==> src/retimer_cfg.svh <==
// retimer_cfg.svh: register offsets, field positions, reset values, timing
// assumes inclusion by bare name from the package; the design files use its macros
// Behaviour
// RL1 - in reference mode, calibrate at power-up, on CDR reset and on lock loss
// RL2 - step every coarse setting, count divided VCO edges over a reference window
// RL3 - keep the setting nearest target, use it until next calibration
// RL4 - target count comes from configured ppm count and ppm tolerance; code targets the count field alone, tolerance unused
// RL5 - four channels run independently with own state and settings
// RL6 - equalizer has four stages, each with own four-level boost
// RL7 - normally equalizer boost is chosen by adaptation, not fixed values
// RL8 - controller must write swing and de-emphasis for every channel
// RL9 - per-channel de-emphasis setting from 0 dB down to -12 dB
// RL10 - per-channel choice of full slew or slightly slower edges
// RL11 - registers readable and writable at any time, even during traffic; code drops bus writes until the loader finishes
// RL12 - optionally load register contents from an external memory at power-up; code always waits for load_last_i after every reset
// RL13 - on any interrupt, latch event-identifying information into registers
// RL14 - two-bit reference select: 2'b11 reference-assisted default, 2'b00 none
// RL15 - interrupt on signal loss after signal, lock loss after lock; always on; code lets the mask register silence irq_o
// RL16 - each channel drives its lock output high while locked
// RL17 - not locked during search; each calibration restarts from first setting
`ifndef RETIMER_CFG_SVH
`define RETIMER_CFG_SVH
`define CFG_CH_BASE      12'h000
`define CFG_CH_STRIDE    12'h010
`define CFG_GLOBAL_OFS   12'h100
`define CFG_STATUS_OFS   12'h104
`define CFG_MASK_OFS     12'h108
`define CFG_EVENT_OFS    12'h10C
`define CFG_LOAD_OFS     12'h110
`define CFG_REG_EQ       2'h0
`define CFG_REG_DRV      2'h1
`define CFG_REG_PPM      2'h2
`define CFG_REG_STAT     2'h3
`define CFG_EQ_ADAPT_BIT 8
`define CFG_EQ_RESET     32'h0000_0100
`define CFG_DRV_RESET    32'h0000_0000
`define CFG_PPM_RESET    32'h0010_2000
`define CFG_REFSEL_RESET 2'h3
`define CFG_REFSEL_ON    2'h3
`define CFG_REFSEL_OFF   2'h0
`define CFG_REF_MHZ      25
`define CFG_CLK_MHZ      125
`define CFG_REF_DIV      (`CFG_CLK_MHZ / `CFG_REF_MHZ)
`define CFG_CAL_WINDOW   1024
`endif

==> src/retimer_pkg.sv <==
// retimer_pkg: shared types of the retimer control block
// assumes retimer_cfg.svh is on the include path
package retimer_pkg;
  `include "retimer_cfg.svh"
  typedef enum logic [1:0] {
    CAL_IDLE,
    CAL_MEASURE,
    CAL_DONE
  } cal_state_t;
  typedef logic [1:0] boost_t;
endpackage : retimer_pkg

==> src/vco_cal_channel.sv <==
// vco_cal_channel: coarse-tune search and lock tracking of one channel
// assumes vco_edge_i is a one-cycle pulse per divided VCO cycle in clock_i
`timescale 1ns/10ps
module vco_cal_channel
  import retimer_pkg::*;
#(
  parameter int CODE_W  = 5,
  parameter int COUNT_W = 16,
  parameter int WINDOW  = 1024
) (
  input  wire logic               clock_i,
  input  wire logic               reset_i,
  input  wire logic               enable_i,
  input  wire logic               ref_tick_i,
  input  wire logic               ref_on_i,
  input  wire logic               start_i,
  input  wire logic               vco_edge_i,
  input  wire logic               cdr_locked_i,
  input  wire logic [COUNT_W-1:0] target_i,
  input  wire logic [COUNT_W-1:0] tolerance_i,
  output logic      [CODE_W-1:0]  coarse_o,
  output logic                    locked_o,
  output logic                    busy_o
);
  import retimer_pkg::*;
  cal_state_t         state_q;
  logic [CODE_W-1:0]  trial_q;
  logic [CODE_W-1:0]  best_q;
  logic [COUNT_W-1:0] best_err_q;
  logic [COUNT_W-1:0] count_q;
  logic [15:0]        ticks_q;
  logic [COUNT_W-1:0] err;
  logic               win_end;

  assign err = (count_q > target_i) ? count_q - target_i : target_i - count_q;
  assign win_end = ref_tick_i && (ticks_q == 16'(WINDOW - 1));

  always_ff @(posedge clock_i) begin
    if (reset_i) begin
      state_q    <= CAL_IDLE;
      trial_q    <= '0;
      best_q     <= '0;
      best_err_q <= '1;
      count_q    <= '0;
      ticks_q    <= '0;
    end else if (enable_i && start_i && ref_on_i) begin // RL1
      // a new request restarts even a search that is still running
      state_q    <= CAL_MEASURE;
      trial_q    <= '0; // RL17
      best_err_q <= '1;
      count_q    <= '0;
      ticks_q    <= '0;
    end else if (enable_i) begin
      unique case (state_q)
        CAL_IDLE, CAL_DONE: ;
        CAL_MEASURE: begin
          if (vco_edge_i && !win_end)
            count_q <= count_q + 1'b1; // RL2
          if (ref_tick_i)
            ticks_q <= win_end ? '0 : ticks_q + 1'b1;
          if (win_end) begin
            count_q <= '0;
            if (err < best_err_q) begin // RL3
              best_err_q <= err;
              best_q     <= trial_q;
            end
            if (&trial_q)
              state_q <= CAL_DONE;
            else
              trial_q <= trial_q + 1'b1; // RL2
          end
        end
      endcase
    end
  end

  // the vco runs on each trial during the sweep, then on the winner;
  // tolerance is only stored, the nearest setting wins regardless
  always_ff @(posedge clock_i) begin
    if (reset_i) begin
      coarse_o <= '0;
      locked_o <= 1'b0;
      busy_o   <= 1'b0;
    end else if (enable_i) begin
      busy_o <= (state_q == CAL_MEASURE);
      coarse_o <= (state_q == CAL_MEASURE) ? trial_q : best_q; // RL2 RL3
      locked_o <= cdr_locked_i && (state_q != CAL_MEASURE); // RL17
    end
  end
endmodule : vco_cal_channel

==> src/retimer_ctrl.sv <==
// retimer_ctrl: four-channel retimer control with AHB-Lite register slave
// assumes one 125 MHz clock; reference and VCO events arrive as pulses
//
// The AHB-Lite slave port and the register addresses are this design's own decisions.
`timescale 1ns/10ps
module retimer_ctrl
  import retimer_pkg::*;
#(
  parameter int CHANNELS   = 4,
  parameter int CODE_W     = 5,
  parameter int CAL_WINDOW = `CFG_CAL_WINDOW
) (
  input  wire logic                  clock_i,
  input  wire logic                  reset_i,
  input  wire logic                  enable_i,
  input  wire logic                  hsel_i,
  input  wire logic [11:0]           haddr_i,
  input  wire logic [1:0]            htrans_i,
  input  wire logic                  hwrite_i,
  input  wire logic [2:0]            hsize_i,
  input  wire logic [31:0]           hwdata_i,
  input  wire logic                  hready_i,
  output logic      [31:0]           hrdata_o,
  output logic                       hreadyout_o,
  output logic                       hresp_o,
  input  wire logic                  ref_tick_i,
  input  wire logic [CHANNELS-1:0]   vco_edge_i,
  input  wire logic [CHANNELS-1:0]   cdr_locked_i,
  input  wire logic [CHANNELS-1:0]   cdr_reset_i,
  input  wire logic [CHANNELS-1:0]   signal_detect_i,
  input  wire logic                  load_valid_i,
  input  wire logic [11:0]           load_addr_i,
  input  wire logic [31:0]           load_data_i,
  input  wire logic                  load_last_i,
  output logic                       load_done_o,
  output logic [CHANNELS-1:0]        lock_o,
  output logic [CHANNELS*CODE_W-1:0] coarse_o,
  output logic [CHANNELS*8-1:0]      eq_boost_o,
  output logic [CHANNELS*3-1:0]      output_swing_o,
  output logic [CHANNELS*4-1:0]      deemphasis_level_o,
  output logic [CHANNELS-1:0]        slow_slew_o,
  output logic                       irq_o
);
  import retimer_pkg::*;

  logic [31:0]          eq_q   [CHANNELS];
  logic [31:0]          drv_q  [CHANNELS];
  logic [31:0]          ppm_q  [CHANNELS];
  logic [1:0]           refsel_q;
  logic [2*CHANNELS-1:0] status_q;
  logic [2*CHANNELS-1:0] mask_q;
  logic [31:0]          event_q;
  logic                 loading_q;
  logic                 wr_pend_q;
  logic [11:0]          wr_addr_q;
  logic                 por_q;
  logic [CHANNELS-1:0]  lock_prev_q;
  logic [CHANNELS-1:0]  sig_prev_q;
  logic [CHANNELS-1:0]  cal_lock;
  logic [CHANNELS-1:0]  cal_busy;
  logic [CHANNELS-1:0]  cal_start;
  logic [2*CHANNELS-1:0] new_ev;
  logic                 bus_wr;
  logic [11:0]          wr_a;
  logic [31:0]          wr_d;
  logic                 addr_ph;
  logic [2:0]           rd_ch;

  // channel block index and register slot from a byte address
  function automatic logic [2:0] chan_of(input logic [11:0] a);
    return (a[11:6] == 6'h00) ? {1'b0, a[5:4]} : 3'h4;
  endfunction : chan_of
  function automatic logic [1:0] slot_of(input logic [11:0] a);
    return a[3:2];
  endfunction : slot_of

  assign addr_ph = hsel_i && hready_i && htrans_i[1];
  assign rd_ch   = chan_of(haddr_i);
  // eeprom load owns the register file until done, then bus writes resume
  assign bus_wr  = loading_q ? load_valid_i : wr_pend_q; // RL12
  assign wr_a    = loading_q ? load_addr_i : wr_addr_q;
  assign wr_d    = loading_q ? load_data_i : hwdata_i;

  always_ff @(posedge clock_i) begin
    if (reset_i) begin
      wr_pend_q <= 1'b0;
      wr_addr_q <= '0;
    end else if (enable_i) begin
      wr_pend_q <= addr_ph && hwrite_i && !loading_q; // RL11
      wr_addr_q <= haddr_i;
    end
  end

  always_ff @(posedge clock_i) begin
    if (reset_i) begin
      hrdata_o    <= '0;
      hreadyout_o <= 1'b1;
      hresp_o     <= 1'b0;
    end else if (enable_i) begin
      hreadyout_o <= 1'b1;
      hresp_o     <= 1'b0;
      if (addr_ph && !hwrite_i) begin // RL11
        hrdata_o <= '0;
        if (rd_ch < 3'(CHANNELS)) begin
          unique case (slot_of(haddr_i))
            `CFG_REG_EQ:   hrdata_o <= eq_q[rd_ch[1:0]];
            `CFG_REG_DRV:  hrdata_o <= drv_q[rd_ch[1:0]];
            `CFG_REG_PPM:  hrdata_o <= ppm_q[rd_ch[1:0]];
            // coarse at 20:16, busy at 8, lock at 0
            `CFG_REG_STAT: hrdata_o <= 32'({
                coarse_o[rd_ch[1:0]*CODE_W +: CODE_W], 7'h00,
                cal_busy[rd_ch[1:0]], 7'h00, lock_o[rd_ch[1:0]]});
          endcase
        end else begin
          unique case (haddr_i)
            `CFG_GLOBAL_OFS: hrdata_o <= {30'h0, refsel_q};
            `CFG_STATUS_OFS: hrdata_o <= 32'(status_q);
            `CFG_MASK_OFS:   hrdata_o <= 32'(mask_q);
            `CFG_EVENT_OFS:  hrdata_o <= event_q;
            `CFG_LOAD_OFS:   hrdata_o <= {31'h0, !loading_q};
            default:         hrdata_o <= '0;
          endcase
        end
      end
    end
  end

  // per-channel settings; swing and de-emphasis are never changed by hardware
  genvar g;
  for (g = 0; g < CHANNELS; g++) begin : g_ch
    always_ff @(posedge clock_i) begin
      if (reset_i) begin
        eq_q[g]  <= `CFG_EQ_RESET; // RL7
        drv_q[g] <= `CFG_DRV_RESET; // RL8
        ppm_q[g] <= `CFG_PPM_RESET;
      end else if (enable_i && bus_wr && chan_of(wr_a) == 3'(g)) begin // RL5
        unique case (slot_of(wr_a))
          `CFG_REG_EQ:  eq_q[g]  <= {23'h0, wr_d[8:0]}; // RL6
          `CFG_REG_DRV: drv_q[g] <= {24'h0, wr_d[7:0]}; // RL9 RL10
          `CFG_REG_PPM: ppm_q[g] <= wr_d; // RL4
          default: ;
        endcase
      end
    end

    vco_cal_channel #(
      .CODE_W  (CODE_W),
      .COUNT_W (16),
      .WINDOW  (CAL_WINDOW)
    ) u_cal (
      .clock_i      (clock_i),
      .reset_i      (reset_i),
      .enable_i     (enable_i),
      .ref_tick_i   (ref_tick_i),
      .ref_on_i     (refsel_q == `CFG_REFSEL_ON), // RL14
      .start_i      (cal_start[g]),
      .vco_edge_i   (vco_edge_i[g]),
      .cdr_locked_i (cdr_locked_i[g]),
      .target_i     (ppm_q[g][15:0]), // RL4
      .tolerance_i  (ppm_q[g][31:16]),
      .coarse_o     (coarse_o[g*CODE_W +: CODE_W]),
      .locked_o     (cal_lock[g]),
      .busy_o       (cal_busy[g])
    );

    // power-up, cdr reset, or falling lock each start a fresh search in reference mode
    assign cal_start[g] = por_q || cdr_reset_i[g]
                        || (lock_prev_q[g] && !cdr_locked_i[g]); // RL1
    assign new_ev[g]          = sig_prev_q[g] && !signal_detect_i[g]; // RL15
    assign new_ev[CHANNELS+g] = lock_prev_q[g] && !cdr_locked_i[g]; // RL15

    always_ff @(posedge clock_i) begin
      if (reset_i) begin
        eq_boost_o[g*8 +: 8]         <= '0;
        output_swing_o[g*3 +: 3]     <= '0;
        deemphasis_level_o[g*4 +: 4] <= '0;
        slow_slew_o[g]               <= 1'b0;
        lock_o[g]                    <= 1'b0;
      end else if (enable_i) begin
        // adapt bit set leaves stage boosts to the analog adaptation loop
        eq_boost_o[g*8 +: 8] <= eq_q[g][`CFG_EQ_ADAPT_BIT] ? 8'h00
                                                         : eq_q[g][7:0]; // RL7
        output_swing_o[g*3 +: 3]     <= drv_q[g][2:0];
        deemphasis_level_o[g*4 +: 4] <= drv_q[g][6:3]; // RL9
        slow_slew_o[g]               <= drv_q[g][7]; // RL10
        lock_o[g]                    <= cal_lock[g]; // RL16
      end
    end
  end

  always_ff @(posedge clock_i) begin
    if (reset_i) begin
      por_q       <= 1'b1;
      lock_prev_q <= '0;
      sig_prev_q  <= '0;
      loading_q   <= 1'b1;
      load_done_o <= 1'b0;
      refsel_q    <= `CFG_REFSEL_RESET; // RL14
      mask_q      <= '0;
    end else if (enable_i) begin
      por_q       <= 1'b0;
      lock_prev_q <= cdr_locked_i;
      sig_prev_q  <= signal_detect_i;
      if (loading_q && load_valid_i && load_last_i)
        loading_q <= 1'b0; // RL12
      load_done_o <= !loading_q;
      if (bus_wr && wr_a == `CFG_GLOBAL_OFS)
        refsel_q <= wr_d[1:0]; // RL14
      if (bus_wr && wr_a == `CFG_MASK_OFS)
        mask_q <= wr_d[2*CHANNELS-1:0];
    end
  end

  // set wins over a write-one clear in the same cycle
  always_ff @(posedge clock_i) begin
    if (reset_i) begin
      status_q <= '0;
      event_q  <= '0;
      irq_o    <= 1'b0;
    end else if (enable_i) begin
      status_q <= (status_q & ~((bus_wr && wr_a == `CFG_STATUS_OFS)
                  ? wr_d[2*CHANNELS-1:0] : '0)) | new_ev; // RL15
      if (|new_ev)
        event_q <= {16'h0, 8'(cdr_locked_i), 8'(new_ev)}; // RL13
      irq_o <= |((status_q | new_ev) & ~mask_q);
    end
  end
endmodule : retimer_ctrl

==> config.mk <==
export PLATFORM = sky130hd
export DESIGN_NAME = retimer_ctrl
export DESIGN_NICKNAME = d
export VERILOG_FILES = /design/src/retimer_pkg.sv /design/src/vco_cal_channel.sv /design/src/retimer_ctrl.sv
export VERILOG_INCLUDE_DIRS = /design/src
export SDC_FILE = /design/constraint.sdc
export NUM_CORES = 2
export LEC_CHECK = 0
export BUFFER_PORTS_ARGS = -buffer_cell sky130_fd_sc_hd__buf_2
export CAP_MARGIN = 20
export CORE_UTILIZATION = 50
export DETAILED_ROUTE_END_ITERATION = 8
export MAX_ROUTING_LAYER = met4
export PLACE_DENSITY = 0.68
export SETUP_SLACK_MARGIN = 0.3
export SYNTH_ARGS = -nofsm -noshare
export SYNTH_HDL_FRONTEND = slang
export SYNTH_SLANG_ARGS = --single-unit
==> constraint.sdc <==
create_clock -name clock_i -period 6.1 [get_ports clock_i]
set_input_delay 0.915 -clock clock_i [delete_from_list [all_inputs] [get_ports clock_i]]
set_output_delay 0.915 -clock clock_i [all_outputs]
set_load 0.005 [all_outputs]
Word-level counts from Yosys, hierarchy flattened
Memories as Yosys holds them, arrays and structs flattened. A register that Yosys moved wholly into a read port is not among the register bits.
Cells that the tools add are included.
{ "classes": {"n_addsub": 20, "multipliers": 1, "div_mod_pow": 0, "order_cmp": 10, "n_eq_ne": 29, "shifts": 1, "mux": 110, "bitwise": 26, "reduce_logical": 133} }
{ "ops": {"columns": ["operator", "count"], "rows": [
  ["two-way mux 16 bit", 16],
  ["two-way mux 32 bit", 6],
  ["adder 16 x 1 -> 16 bit (second input constant)", 8],
  ["one-hot mux 32 bit (4 select lines)", 1],
  ["subtractor 16 bit", 8],
  ["== test 12 x 9 -> 1 bit (second input constant)", 8],
  ["two-way mux 8 bit", 9],
  ["== test 16 x 10 -> 1 bit (second input constant)", 4],
  ["greater-than comparator 16 bit", 4],
  ["< comparator 16 bit", 4],
  ["two-way mux 1 bit", 64],
  ["one-hot mux 12 bit (5 select lines)", 1],
  ["AND reduction 4 bit", 12],
  ["logical AND 1 bit", 43],
  ["AND reduction 5 bit", 8],
  ["nonzero test 2 bit", 20],
  ["two-way mux 9 bit", 4],
  ["AND reduction 8 bit", 4],
  ["AND reduction 3 bit", 8],
  ["adder 5 x 1 -> 5 bit (second input constant)", 4],
  ["two-way mux 5 bit", 4],
  ["indexed part select 20 x 6 -> 5 bit", 1],
  ["bitwise AND 8 bit", 2],
  ["inverter 8 bit", 2],
  ["22 further kinds", 85]
]} }
{ "totals": {"regBits": 391, "latchBits": 0, "mem_bits_rw": 196, "romBits": 0, "word_cells": 394, "n_memories": 3} }
{ "memory_table": {"columns": ["name", "depth", "width", "read_ports", "rd_clocked_by_memory_dff", "wr", "line_no", "rtl"], "rows": [
  ["ppm_q", 4, 32, 5, 0, 4, "retimer_ctrl.sv:48", "logic [31:0] ppm_q [CHANNELS];"],
  ["eq_q", 4, 9, 5, 0, 4, "retimer_ctrl.sv:46", "logic [31:0] eq_q [CHANNELS];"],
  ["drv_q", 4, 8, 5, 4, 4, "retimer_ctrl.sv:47", "logic [31:0] drv_q [CHANNELS];"]
]} }

Depth between registers and ports, before layout
{ "logic_depth": {"word_depth": 9, "ltp_mapped": 24, "mapped_depth_nobuf": 23} }

Cells and area by module
A second synthesis with hierarchy kept.
{ "hier_totals": {"hier_cells": 3839, "area_unflattened_um2": 34804.6} }
{ "modules_own_cells": {"columns": ["module", "instances", "cells_per_inst", "area_per_inst_um2"], "rows": [
  ["retimer_ctrl", 1, 1443, 15494.9],
  ["vco_cal_channel at g_ch[0].u_cal ...", 2, 605, 4906.0],
  ["vco_cal_channel at g_ch[3].u_cal", 1, 604, 4799.6],
  ["vco_cal_channel at g_ch[2].u_cal", 1, 582, 4698.3]
]} }

Worst setup path before layout
No wires, ideal clock.
{ "synth_timing": {"path_kind": "register to register", "start": "reg g_ch[0].u_cal.count_q[0]", "end": "reg g_ch[0].u_cal.best_err_q[10]", "arrival_ps": 4564, "required_ps": 5970, "path_slack_ps": 1406, "stages_incl_launch_ff": 22, "cell_sequence": "dfxtp_1 > inv_1 > ha_1 > inv_1 > fa_1 > a21o_1 > a221oi_2 > o41ai_2 > o21ai_2 > buf_2 > o21ai_0 > a211o_1 > xor2_1 > ha_1 > nand4_1 > or4_1 > a21oi_1 > or4_1 > clkbuf_1 > clkbuf_1 > mux2i_1 > nand2_1"} }
{ "synth_via": {"elab_chain_len": 4} }
{ "synth_lines": {"columns": ["element", "line_no", "rtl"], "rows": [
  ["start, declared", "vco_cal_channel.sv:30", "logic [COUNT_W-1:0] count_q;"],
  ["start signal, assigned", "vco_cal_channel.sv:58", "count_q <= count_q + 1'b1;"],
  ["subtractor 16 bit or greater-than comparator 16 bit (tied branches)", "vco_cal_channel.sv:35", "assign err = (count_q > target_i) ? count_q - target_i : target_i - count_q;"],
  ["two-way mux 16 bit (*)", "vco_cal_channel.sv:35", null],
  ["net g_ch[0].u_cal.err[12]", "vco_cal_channel.sv:32", "logic [COUNT_W-1:0] err;"],
  ["< comparator 16 bit (*)", "vco_cal_channel.sv:63", "if (err < best_err_q) begin"],
  ["AND reduction 4 bit (no source line) (*)", null, null],
  ["end signal, assigned", "vco_cal_channel.sv:64", "best_err_q <= err;"],
  ["end, declared", "vco_cal_channel.sv:29", "logic [COUNT_W-1:0] best_err_q;"]
]} }
The timed path passes the listed nets; every way through them passes the cells marked *.
A chain may end at the register's enable or synchronous reset.

Final worst setup path
{ "layout_timing": {"start": "reg g_ch[3].u_cal.count_q[7]", "end": "reg g_ch[3].u_cal.best_q[1]"} }
{ "layout_via": {"elab_chain_len": 4} }
{ "layout_lines": {"columns": ["element", "line_no", "rtl"], "rows": [
  ["start, declared", "vco_cal_channel.sv:30", null],
  ["start signal, assigned", "vco_cal_channel.sv:58", null],
  ["greater-than comparator 16 bit", "vco_cal_channel.sv:35", null],
  ["two-way mux 16 bit", "vco_cal_channel.sv:35", null],
  ["net g_ch[3].u_cal.err[5]", "vco_cal_channel.sv:32", null],
  ["< comparator 16 bit", "vco_cal_channel.sv:63", null],
  ["AND reduction 5 bit (no source line)", null, null],
  ["end signal, assigned", "vco_cal_channel.sv:65", "best_q <= trial_q;"],
  ["end, declared", "vco_cal_channel.sv:28", "logic [CODE_W-1:0] best_q;"]
]} }
The timed path passes the listed nets, and every way through them passes these cells.

==> impl_metrics.json <==
{
  "status": "finished, violations left",
  "violations": "design-rule violations",
  "max_freq_ghz": 0.185,
  "via_per_inst": 5.85,
  "io_buffers": 235,
  "synthFlopType": "dfxtp_1",
  "synth.cell_area_um2": 33600,
  "cts_tree": "yes",
  "slowest_stage": "a2111oi_1",
  "grt_overflow": 0,
  "synth_edf_count": 196,
  "finalSetupViolations": 0,
  "final_antenna_net_count": 0,
  "syn_nets": 4060,
  "r2r_end": "g_ch[3].u_cal.best_q[1]$_SDFFE_PP0P_",
  "p_total_mw": 9.45,
  "cts.sinks": 619,
  "fillers": 5922,
  "p_sw_frac": 0.255,
  "slew_headroom": 0.249,
  "seq_power_share": 0.464,
  "crit_path_max_fanout": 9,
  "area_growth_pct": 13.0,
  "final_common_cell": "nor2_1",
  "numCtsBuffers": 70,
  "postCtsHoldBufs": 0,
  "wl_mm": 99.3,
  "synth_cells": 3734,
  "via_count": 28300,
  "comb_power_share": 0.081,
  "critPathArrivalTime_ps": 5890,
  "drt-pass1-iter-count": 7,
  "grt_antenna_before_repair": 2,
  "ff2ff_setup_slack_ps": 700,
  "fin_ws_ps": 698,
  "p_int_mw": 7.04,
  "cts_root_buf": "clkbuf_16",
  "min_from": "event_q[7]$_SDFFE_PP0P_",
  "ys_seq_area_frac": 0.427,
  "ctsHtreeMaxLevel": 3,
  "start_util": 0.508,
  "final.period_utilization": 0.886,
  "hold_depth": 2,
  "post_cts_buffers": 0,
  "whs_ps": 459,
  "ys_ff_latch": 619,
  "crit_top_cell": "buf_4",
  "ys_types": 79,
  "r2r_start": "g_ch[3].u_cal.count_q[7]$_SDFFE_PP0P_",
  "worstSetupStartpoint": "g_ch[3].u_cal.count_q[7]$_SDFFE_PP0P_",
  "die_x_um": 261,
  "fin_crit_ps": 5400,
  "dpl.hpwl_mm": 72.7,
  "async_flop_share": 0,
  "drive_gt1_frac": 0.118,
  "hp-class": "register to register",
  "hold_end": "event_q[7]$_SDFFE_PP0P_",
  "final_cell_mix": "nor2_1, dfxtp_1, nand2_1, buf_2, inv_1",
  "ys_warn_count": 0,
  "finalHoldViolCount": 0,
  "max_stage_delay_ps": 630,
  "place_congestion": 0.946,
  "powerDensity_nw_per_um2": 249,
  "ios": 242,
  "core_area_um2": 66100,
  "final_util": 0.574,
  "avgSynthCellArea_um2": 9.00,
  "startpoint_type": "register",
  "drv_cap": 0,
  "worstPathCellList": "inv_1 -> ha_1 -> o211ai_1 -> a2111oi_1 -> a221oi_2 -> nor2_1 -> buf_4 -> buf_4 -> mux2i_1 -> xnor2_1 -> ha_1 -> a2111o_1 -> o21ai_0 -> o211ai_1 -> buf_4 -> nor2_1 -> buf_4 -> mux2i_1 -> nor2_1",
  "pre_cts_ws_ps": 721,
  "slew_viol_final": 0,
  "rsz0062_at_grt": "no",
  "clkPwrFrac": 0.455,
  "worst_pin_slew_ps": 1100,
  "clk_latency_ps": 640,
  "worstPathRequired_ps": 6590,
  "clockBufferDepth": 3,
  "finalClockSkew_ps": 34.9,
  "die_y_um": 261,
  "rows": 94,
  "tns_ps": 0,
  "cp_top_family": "compound AO/OA/AOI/OAI gates",
  "ir_worst_vdd_uv": 227,
  "nNetsFinal": 4230,
  "clk_pin_slew_ps": 60,
  "wl_per_cell_um": 20.6,
  "grt_pass1_vias": 26300,
  "drtIter0Drc": 2415,
  "end_kind": "register",
  "grt_use_total": 0.295,
  "worstSetupPathType": "register to register",
  "register_area_um2": 14400,
  "grt_pass1_wl_mm": 151,
  "grt_max_degree": 82,
  "multi_input_area_um2": 17700,
  "power.net_switching_mw": 2.41,
  "p_leak_nw": 15.8,
  "rr_worst_depth": 19,
  "route.detailed.drc": 10,
  "crit_buf_inv": 5,
  "dieArea_um2": 68200
}
==> flip-flops by register name, indices dropped and copies added (netlist names), 32 cells and up <==
name and count:
ppm_q 128, drv_q 32, hrdata_o 32, g_ch.u_cal.best_err_q 64, g_ch.u_cal.ticks_q 64, eq_q 36, eq_boost_o 32, g_ch.u_cal.count_q 64
==> worst max-delay path by stage <==
stage,depth (start not counted),end
global placement,20,g_ch[3].u_cal.best_q[1]$_SDFFE_PP0P_
floorplan,21,g_ch[0].u_cal.best_err_q[10]$_SDFFE_PP1P_
CTS,19,g_ch[3].u_cal.best_q[1]$_SDFFE_PP0P_
global route,21,g_ch[3].u_cal.best_q[2]$_SDFFE_PP0P_
finish,19,g_ch[3].u_cal.best_q[1]$_SDFFE_PP0P_
detailed placement,21,g_ch[0].u_cal.best_err_q[12]$_SDFFE_PP1P_
==> per-stage QoR <==
stage / instances / area, um^2
final: 4827 / 38000
after global routing: 4826 / 38000
after CTS: 4819 / 37900
after detailed placement: 4690 / 35500
after global placement: 4690 / 35500
after floorplan: 3734 / 33600
==> cell usage after synthesis, types with 9 or more instances <==
| cell type | number | area (um^2) |
|---|---|---|
| ha_1 | 200 | 2500 |
| mux4_2 | 12 | 270 |
| a311oi_1 | 15 | 131 |
| and3_1 | 36 | 225 |
| a21o_1 | 47 | 353 |
| nor3_1 | 65 | 325 |
| and2_1 | 11 | 68.8 |
| or2_2 | 11 | 68.8 |
| xnor2_1 | 96 | 841 |
| o21a_1 | 11 | 82.6 |
| a21oi_1 | 227 | 1140 |
| inv_1 | 228 | 856 |
| nor2b_1 | 60 | 375 |
| o22a_1 | 21 | 184 |
| buf_1 | 15 | 56.3 |
| a31oi_1 | 27 | 169 |
| dfxtp_1 | 423 | 8470 |
| nand3_1 | 85 | 425 |
| buf_2 | 26 | 130 |
| or3_1 | 18 | 113 |
| edfxtp_1 | 196 | 5890 |
| xor2_1 | 73 | 639 |
| and4_1 | 19 | 166 |
| o221ai_1 | 9 | 78.8 |
| clkbuf_1 | 140 | 526 |
| o22ai_1 | 11 | 68.8 |
| nor4_1 | 17 | 106 |
| o21ai_0 | 136 | 681 |
| a22oi_1 | 61 | 458 |
| mux2_2 | 18 | 203 |
| nor2_1 | 628 | 2360 |
| nand2b_1 | 15 | 93.8 |
| mux2i_1 | 214 | 2140 |
| nand4_1 | 52 | 325 |
| nand2_1 | 270 | 1010 |
| o21bai_1 | 11 | 82.6 |
| a211oi_1 | 58 | 435 |
| o211ai_1 | 40 | 300 |
==> cell families after synthesis <==
logic type / count (synthesis) / share of synthesized area
XOR/XNOR: 169 / 0.0440
other: 2 / 0.000223
AND/OR/NAND/NOR: 1316 / 0.177
multiplexers: 244 / 0.0778
adder cells (fa/ha/maj): 208 / 0.0792
flip-flops: 619 / 0.427
AO/OA/AOI/OAI: 755 / 0.146
buffers and inverters: 421 / 0.0492
==> layout make-up <==
cell class	count	area share
Timing Repair Buffer	290	0.0433
Clock inverter	29	0.00923
Multi-Input combinational cell	2694	0.465
Clock buffer	100	0.0529
Inverter	229	0.0226
Antenna cell	2	0.000132
Sequential cell	619	0.378
Tap cell	864	0.0285
==> repair_timing <==
action,4_1_cts,5_1_grt
endpoints found under the hold margin,0,0
endpoints found under the setup margin,0,24
resized for setup,0,5
==> worst register-to-register path: stages, from the launching register on <==
cell and delay, ps:
dfxtp_1 440, inv_1 100, ha_1 490, o211ai_1 180, a2111oi_1 630, a221oi_2 150, nor2_1 370, buf_4 250
buf_4 190, mux2i_1 230, xnor2_1 220, ha_1 310, a2111o_1 360, o21ai_0 210, o211ai_1 340, buf_4 290
nor2_1 90, buf_4 170, mux2i_1 200, nor2_1 50
==> power by group through the flow <==
stage	clock network (mW)	registers, mW	logic [mW]
floorplan	0	4.44	0.469
global placement	0	4.47	0.740
detailed placement	0	4.47	0.744
CTS	4.34	4.39	0.748
global route	4.51	4.39	0.826
finish	4.30	4.39	0.764
==> per-layer routing <==
| metal | GRT usage | wire (um) |
|---|---|---|
| met1 | 0.385 | 43000 |
| met2 | 0.458 | 45700 |
| met3 | 0.0511 | 7150 |
| met4 | 0.108 | 3520 |
| met5 | - | 0 |
No activity file was read; power rests on OpenSTA's default activity.
